--- config.mk ---
export PLATFORM = sky130hd
export DESIGN_NAME = cbu_top
export DESIGN_NICKNAME = d
export VERILOG_FILES = /design/src/verilog/cbu_pkg.sv /design/src/verilog/cbu_dec_if.sv /design/src/verilog/cbu_top.sv /design/src/verilog/cbu_decode.sv
export VERILOG_INCLUDE_DIRS = /design/src /design/src/verilog
export SDC_FILE = /design/constraint.sdc
export NUM_CORES = 1
export LEC_CHECK = 0
export BUFFER_PORTS_ARGS = -buffer_cell sky130_fd_sc_hd__buf_2
export CAP_MARGIN = 40
export CORE_UTILIZATION = 50
export CTS_BUF_LIST = sky130_fd_sc_hd__clkbuf_8
export CTS_CLUSTER_DIAMETER = 30
export CTS_CLUSTER_SIZE = 14
export DETAILED_ROUTE_END_ITERATION = 16
export PLACE_DENSITY = 0.68
export SKIP_LAST_GASP = 1
export SLEW_MARGIN = 20
export SYNTH_ARGS = -nofsm -noshare
export SYNTH_HDL_FRONTEND = slang
export SYNTH_SLANG_ARGS = --single-unit
--- constraint.sdc ---
create_clock -name clk -period 5.1 [get_ports clk]
set_input_delay 0.255 -clock clk [delete_from_list [all_inputs] [get_ports clk]]
set_output_delay 0.255 -clock clk [all_outputs]
set_load 0.1 [all_outputs]
--- src/verilog/cbu_defs.svh ---
`ifndef CBU_DEFS_SVH
`define CBU_DEFS_SVH

// Opcode fields of a conditional relative branch word
`define CBU_OPC_BRANCH     4'hE
`define CBU_COND_NEG_SET   4'h6
`define CBU_COND_CARRY_CLR 4'h3
`define CBU_COND_NEG_CLR   4'h7

// Program counter width and the size of one program word in bytes
`define CBU_PC_W  21
`define CBU_STEP  21'h000002

// Quarter phases of one instruction cycle
`define CBU_Q1 2'h0
`define CBU_Q2 2'h1
`define CBU_Q3 2'h2
`define CBU_Q4 2'h3

// Reset values
`define CBU_PC_RST   21'h000000
`define CBU_WORD_RST 16'h0000

`endif

--- src/verilog/cbu_pkg.sv ---
`include "cbu_defs.svh"

package cbu_pkg;

   // Condition selected by the second nibble of a branch word
   typedef enum logic [1:0] {
      CBU_COND_NONE,
      CBU_COND_NEGSET,
      CBU_COND_CARRYCLR,
      CBU_COND_NEGCLR
   } cbu_cond_e;

   // Instruction cycle kind
   typedef enum logic {
      CBU_ST_EXEC,
      CBU_ST_NOP
   } cbu_state_e;

   typedef logic [`CBU_PC_W-1:0] cbu_pc_t;

endpackage

--- src/verilog/cbu_dec_if.sv ---
`timescale 1ns/1ps

interface cbu_dec_if;
   import cbu_pkg::*;

   logic [15:0] word;
   logic        neg;
   logic        carry;
   cbu_cond_e   cond;
   logic        is_branch;
   logic        taken;
   logic [7:0]  offset;

   modport dec (
      input  word,
      input  neg,
      input  carry,
      output cond,
      output is_branch,
      output taken,
      output offset
   );

   modport core (
      output word,
      output neg,
      output carry,
      input  cond,
      input  is_branch,
      input  taken,
      input  offset
   );
endinterface

--- src/verilog/cbu_top.sv ---
`timescale 1ns/1ps
`include "cbu_defs.svh"

module cbu_top
   import cbu_pkg::*;
(
   input  wire logic          clk,
   input  wire logic          srst,
   input  wire logic          instr_valid_i,
   input  wire logic [15:0]   instr_i,
   input  wire cbu_pc_t       pc_i,
   input  wire logic          flag_neg_i,
   input  wire logic          flag_carry_i,
   output      logic [1:0]    quarter_o,
   output      logic          pc_wr_o,
   output      cbu_pc_t       pc_val_o,
   output      logic          flush_o,
   output      logic          done_o,
   output      logic          taken_o
);

   logic [1:0]  q_q;
   cbu_state_e  state_q;
   logic        act_q;
   logic [15:0] word_q;
   cbu_pc_t     here_q;
   logic        neg_q;
   logic        carry_q;
   logic [7:0]  off_q;
   logic        taken_q;
   cbu_pc_t     target_q;
   cbu_pc_t     off_ext;
   logic        pc_wr_q;
   cbu_pc_t     pc_val_q;
   logic        flush_q;
   logic        done_q;

   cbu_dec_if dif ();

   // Decoder sees only the word and flags latched in Q1
   assign dif.word  = word_q;
   assign dif.neg   = neg_q;
   assign dif.carry = carry_q;

   cbu_decode u_decode (
      .dif (dif)
   );

   // Offset sign-extended and doubled to a byte distance
   assign off_ext = cbu_pc_t'({{(`CBU_PC_W-9){off_q[7]}}, off_q, 1'b0});

   // Free-running quarter counter; every edge ends one quarter
   always_ff @(posedge clk) begin
      if (srst) begin
         q_q <= `CBU_Q1;
      end else begin
         q_q <= q_q + 2'h1;
      end
   end

   // Cycle kind: a taken branch turns the next cycle into a no-op
   always_ff @(posedge clk) begin
      if (srst) begin
         state_q <= CBU_ST_EXEC;
      end else if (q_q == `CBU_Q4) begin
         case (state_q)
            CBU_ST_EXEC: begin
               if (act_q && taken_q) begin
                  state_q <= CBU_ST_NOP;
               end
            end
            CBU_ST_NOP: begin
               state_q <= CBU_ST_EXEC;
            end
            default: begin
               state_q <= CBU_ST_EXEC;
            end
         endcase
      end
   end

   // Q1: latch word, address and flags; the prefetch is dropped in a no-op cycle
   always_ff @(posedge clk) begin
      if (srst) begin
         act_q   <= 1'b0;
         word_q  <= `CBU_WORD_RST;
         here_q  <= `CBU_PC_RST;
         neg_q   <= 1'b0;
         carry_q <= 1'b0;
      end else if (q_q == `CBU_Q1) begin
         act_q <= instr_valid_i && (state_q == CBU_ST_EXEC);
         if (instr_valid_i && (state_q == CBU_ST_EXEC)) begin
            word_q  <= instr_i;
            here_q  <= pc_i;
            neg_q   <= flag_neg_i;
            carry_q <= flag_carry_i;
         end
      end else if ((q_q == `CBU_Q4) && act_q && taken_q) begin
         act_q <= 1'b0;
      end else if ((q_q == `CBU_Q4) && !act_q) begin
         act_q <= 1'b0;
      end
   end

   // Q2: read the literal and settle the condition
   always_ff @(posedge clk) begin
      if (srst) begin
         off_q   <= 8'h00;
         taken_q <= 1'b0;
      end else if (q_q == `CBU_Q2) begin
         off_q   <= dif.offset;
         taken_q <= act_q && dif.is_branch && dif.taken;
      end
   end

   // Q3: form the branch target from the address after the branch word
   always_ff @(posedge clk) begin
      if (srst) begin
         target_q <= `CBU_PC_RST;
      end else if (q_q == `CBU_Q3) begin
         target_q <= here_q + `CBU_STEP + off_ext;
      end
   end

   // Q4: write the PC if taken; otherwise report the sequential address
   always_ff @(posedge clk) begin
      if (srst) begin
         pc_wr_q  <= 1'b0;
         pc_val_q <= `CBU_PC_RST;
         done_q   <= 1'b0;
      end else if ((q_q == `CBU_Q4) && act_q) begin
         pc_wr_q  <= taken_q;
         pc_val_q <= taken_q ? target_q : here_q + `CBU_STEP;
         done_q   <= 1'b1;
      end else begin
         pc_wr_q  <= 1'b0;
         done_q   <= 1'b0;
      end
   end

   // Flush covers the whole no-op cycle so fetch can squash the prefetched word
   always_ff @(posedge clk) begin
      if (srst) begin
         flush_q <= 1'b0;
      end else if (q_q == `CBU_Q4) begin
         flush_q <= act_q && taken_q && (state_q == CBU_ST_EXEC);
      end
   end

   // Outputs straight from flops
   assign quarter_o = q_q;
   assign pc_wr_o   = pc_wr_q;
   assign pc_val_o  = pc_val_q;
   assign flush_o   = flush_q;
   assign done_o    = done_q;
   assign taken_o   = flush_q;
endmodule

--- src/verilog/cbu_decode.sv ---
`timescale 1ns/1ps
`include "cbu_defs.svh"

module cbu_decode
   import cbu_pkg::*;
(
   cbu_dec_if.dec dif
);

   // Pure decode; the offset is the low byte whatever the condition
   always_comb begin
      dif.cond      = CBU_COND_NONE;
      dif.is_branch = 1'b0;
      dif.taken     = 1'b0;
      dif.offset    = dif.word[7:0];
      if (dif.word[15:12] == `CBU_OPC_BRANCH) begin
         case (dif.word[11:8])
            `CBU_COND_NEG_SET: begin
               dif.cond      = CBU_COND_NEGSET;
               dif.is_branch = 1'b1;
               dif.taken     = dif.neg;
            end
            `CBU_COND_CARRY_CLR: begin
               dif.cond      = CBU_COND_CARRYCLR;
               dif.is_branch = 1'b1;
               dif.taken     = !dif.carry;
            end
            `CBU_COND_NEG_CLR: begin
               dif.cond      = CBU_COND_NEGCLR;
               dif.is_branch = 1'b1;
               dif.taken     = !dif.neg;
            end
            default: begin
               dif.cond      = CBU_COND_NONE;    // Other branch kinds live elsewhere
               dif.is_branch = 1'b0;
            end
         endcase
      end
   end

endmodule

==> run metrics <==
Cell Area, Synth 4960 um2; routability cong. 0.905; ANT cells 0; Final ANT Viol Nets 0; clk_lat worst skew 0.38 ns; Worst Path Required 5.37 ns; # setup viols final 0; Post-layout nets 729; Starting Density 52.7%; post-CTS sizing 0; most frequent cells in the layout 129 x nand2_1, 96 x dfxtp_1, 74 x a21oi_1, 68 x buf_2, 40 x nor2_1; Max clock buf depth 2; Startpoint Class flop; Core Box Area 9420 um2; placed cell count 779; placed cell area 5400 um2; final slew viol count 0; crit end category flop; Area Growth Syn to Fin 13.0%; dominant synthesized flop cell dfxtp_1; status complete, no violations; Die X-Extent 102 um; number of vias per cell 5.43; most common cell after layout, fill and taps aside nand2_1; clock root cell clkbuf_8; DIE AREA 10300 um2; initial drt markers 202; postcts setup bufs 0; Crit-path slowest cell dfxtp_1; top cell type by total area after synthesis dfxtp_1; M3 GR Usage 5.94%; crit path to target_q[20]$_SDFFE_PP0N_; clock sinks 96; most used cell, CP ha_1; Slew @ Worst Pin 0.722 ns; post-synth top area share 38.8%; crit-path cells ha_1 > nand3_1 > nor2_1 > nand4_1 > xnor2_1 > ha_1 > a21oi_1 > o211ai_1 > o211ai_2 > o21ai_2 > or3_1 > a32o_1; Leak 2.32 nW; post-synthesis async set-or-reset flop share 0%; r2r startpoint here_q[1]$_SDFFE_PP0P_; die height 102 um; met2 usage 39.7%; WP data arrival 3.52 ns; Post-DP HPWL 8830 um; DR pass1 iterations 4; post-route clock period utilization 63.6%; H-tree depth 3; Reg area 1920 um2; Util after Layout 59.5%; reg2reg path depth 12; syn_area_per_cell 8.14 um2; first-pass GRT wire length 20400 um; Tmin final 3.24 ns; initial antenna violation count 0; number of global-route vias before repair 4041; Remaining Overflow, GRT 0; area occupied by multi-input gates 2850 um2; P per Cell Area 269 nW/um2; Syn. warnings 0; Ports 69; power consumption 1.51 mW; Worst setup startpoint here_q[1]$_SDFFE_PP0P_; Synth Instances 609; design area 5600 um2; RR Endpoint target_q[20]$_SDFFE_PP0N_; Hold Crit Class in -> reg; largest net degree at the start of global routing 65; max_cap viols 0; Peak supply drop 0.169 mV; slowest stage delay, CP 0.44 ns; RSZ-0062 raised after global routing no; Clk pin slew, worst setup/hold paths 0.11 ns; number of hold buffers added after CTS 0; final clock skew 0.0114 ns; row cnt 35; drt drc 0; Max Clk Rate 308 MHz; number of synthesized flops with an enable pin 0; Vias 4314; Yosys cell types 63; number of port buffers 68; CTS tree yes; layout cells sized above 1 16.2%; total track usage 25.6%; Final Non-Filler Cells 795; final WL 12200 um; Slew HR 51.9%; Worst R2R Setup Slack 1.86 ns; GRT Max-Usage Layer met2; Post-Syn Nets 677; WS Path Type reg -> reg; Setup TNS Final 0 ns; fill cell count 895; top post-synthesis cells by area dfxtp_1 39%, nand2_1 9.8%, a21oi_1 7.5%; Fin. Hold Viols 0; Num CTS Buffers 9; Yosys reg bits 96; grt met1 use 35.9%; crit path max fanout 6; DR WL/cell 15.3 um; post-synthesis sequential area ratio 38.8%
## cells by family after synthesis
kind of cell	share of synthesized area [%]
AND/OR/NAND/NOR	22.8
AO/OA/AOI/OAI	18.0
flip-flops	38.8
buffers and inverters	3.73
XOR/XNOR	5.65
adder cells (fa/ha/maj)	6.71
multiplexers	4.26
## worst min path at each step
stage / start / to / cells after the start
floorplan: instr_i[12] / dif.word[12]$_SDFFE_PP0P_ / 2
global placement: target_q[19]$_SDFFE_PP0N_ / target_q[19]$_SDFFE_PP0N_ / 2
detailed placement: target_q[19]$_SDFFE_PP0N_ / target_q[19]$_SDFFE_PP0N_ / 2
CTS: pc_i[15] / here_q[15]$_SDFFE_PP0P_ / 3
global route: pc_i[15] / here_q[15]$_SDFFE_PP0P_ / 3
finish: pc_i[15] / here_q[15]$_SDFFE_PP0P_ / 3
## flip-flops by register name (all words and copies together) (netlist names)
register,cells
here_q,21
state_q,1
off_q,8
carry_q,1
dif.neg,1
pc_val_o,21
done_o,1
taken_q,1
target_q,21
act_q,1
quarter_o,2
dif.word,16
pc_wr_o,1
## where the power goes
part	switching, mW	total [mW]	internal [mW]	leakage, nW
Clock	0.305	0.507	0.203	0.0982
Sequential	0.0275	0.806	0.778	0.780
Combinational	0.122	0.194	0.0714	1.44
Total	0.454	1.51	1.05	2.32
## routing by layer
| layer | wire length, um | vias up |
|---|---|---|
| met1 | 6160 | 1971 |
| met2 | 5360 | 101 |
| met5 | 0 | - |
| met3 | 539 | 14 |
| li1 | - | 2228 |
| met4 | 139 | 0 |
## final cells by class
| type | instances | share of cell area [%] |
|---|---|---|
| clock buffer | 10 | 2.46 |
| clock inverter | 6 | 1.09 |
| inverter | 12 | 0.804 |
| multi-input combinational | 467 | 50.9 |
| sequential | 96 | 34.3 |
| tap | 129 | 2.88 |
| timing repair buffer | 75 | 7.51 |
## Yosys cell counts, types with 2 or more instances
cell and n:
nand2_1 129, dfxtp_1 96, a21oi_1 74, nor2_1 41, clkbuf_1 28, ha_1 25
xnor2_1 21, mux2i_1 20, o211ai_1 19, nand2b_1 14, nand3_1 14, inv_1 12
o21ai_0 11, xor2_1 11, nand4_1 9, a21o_1 7, a211oi_1 6, and3_1 5
nor3_1 5, a31oi_1 4, buf_1 3, o21a_1 3, o21ai_1 3, o22ai_1 3
and2_1 2, and4_1 2, and4_4 2, nand3_2 2, nand4_2 2, nor4_1 2
o211a_1 2
## critical path: cells and delay by family, from the launching register on
family,cells,cell delay [ns]
AOI/OAI and AO/OA,5,0.92
xor gates and xnor gates,1,0.29
adders and majority gates,2,0.54
DFF,1,0.44
and+or+nand+nor,4,0.97
## per-stage QoR
stage	hold WS (ns)	worst slack [ns]
finish	0.100	1.86
global route	0.0791	1.58
floorplan	0.391	2.24
global placement	0.429	2.04
detailed placement	0.435	1.89
CTS	0.0931	1.87
Note: power is estimated with default switching activity, not from simulation.
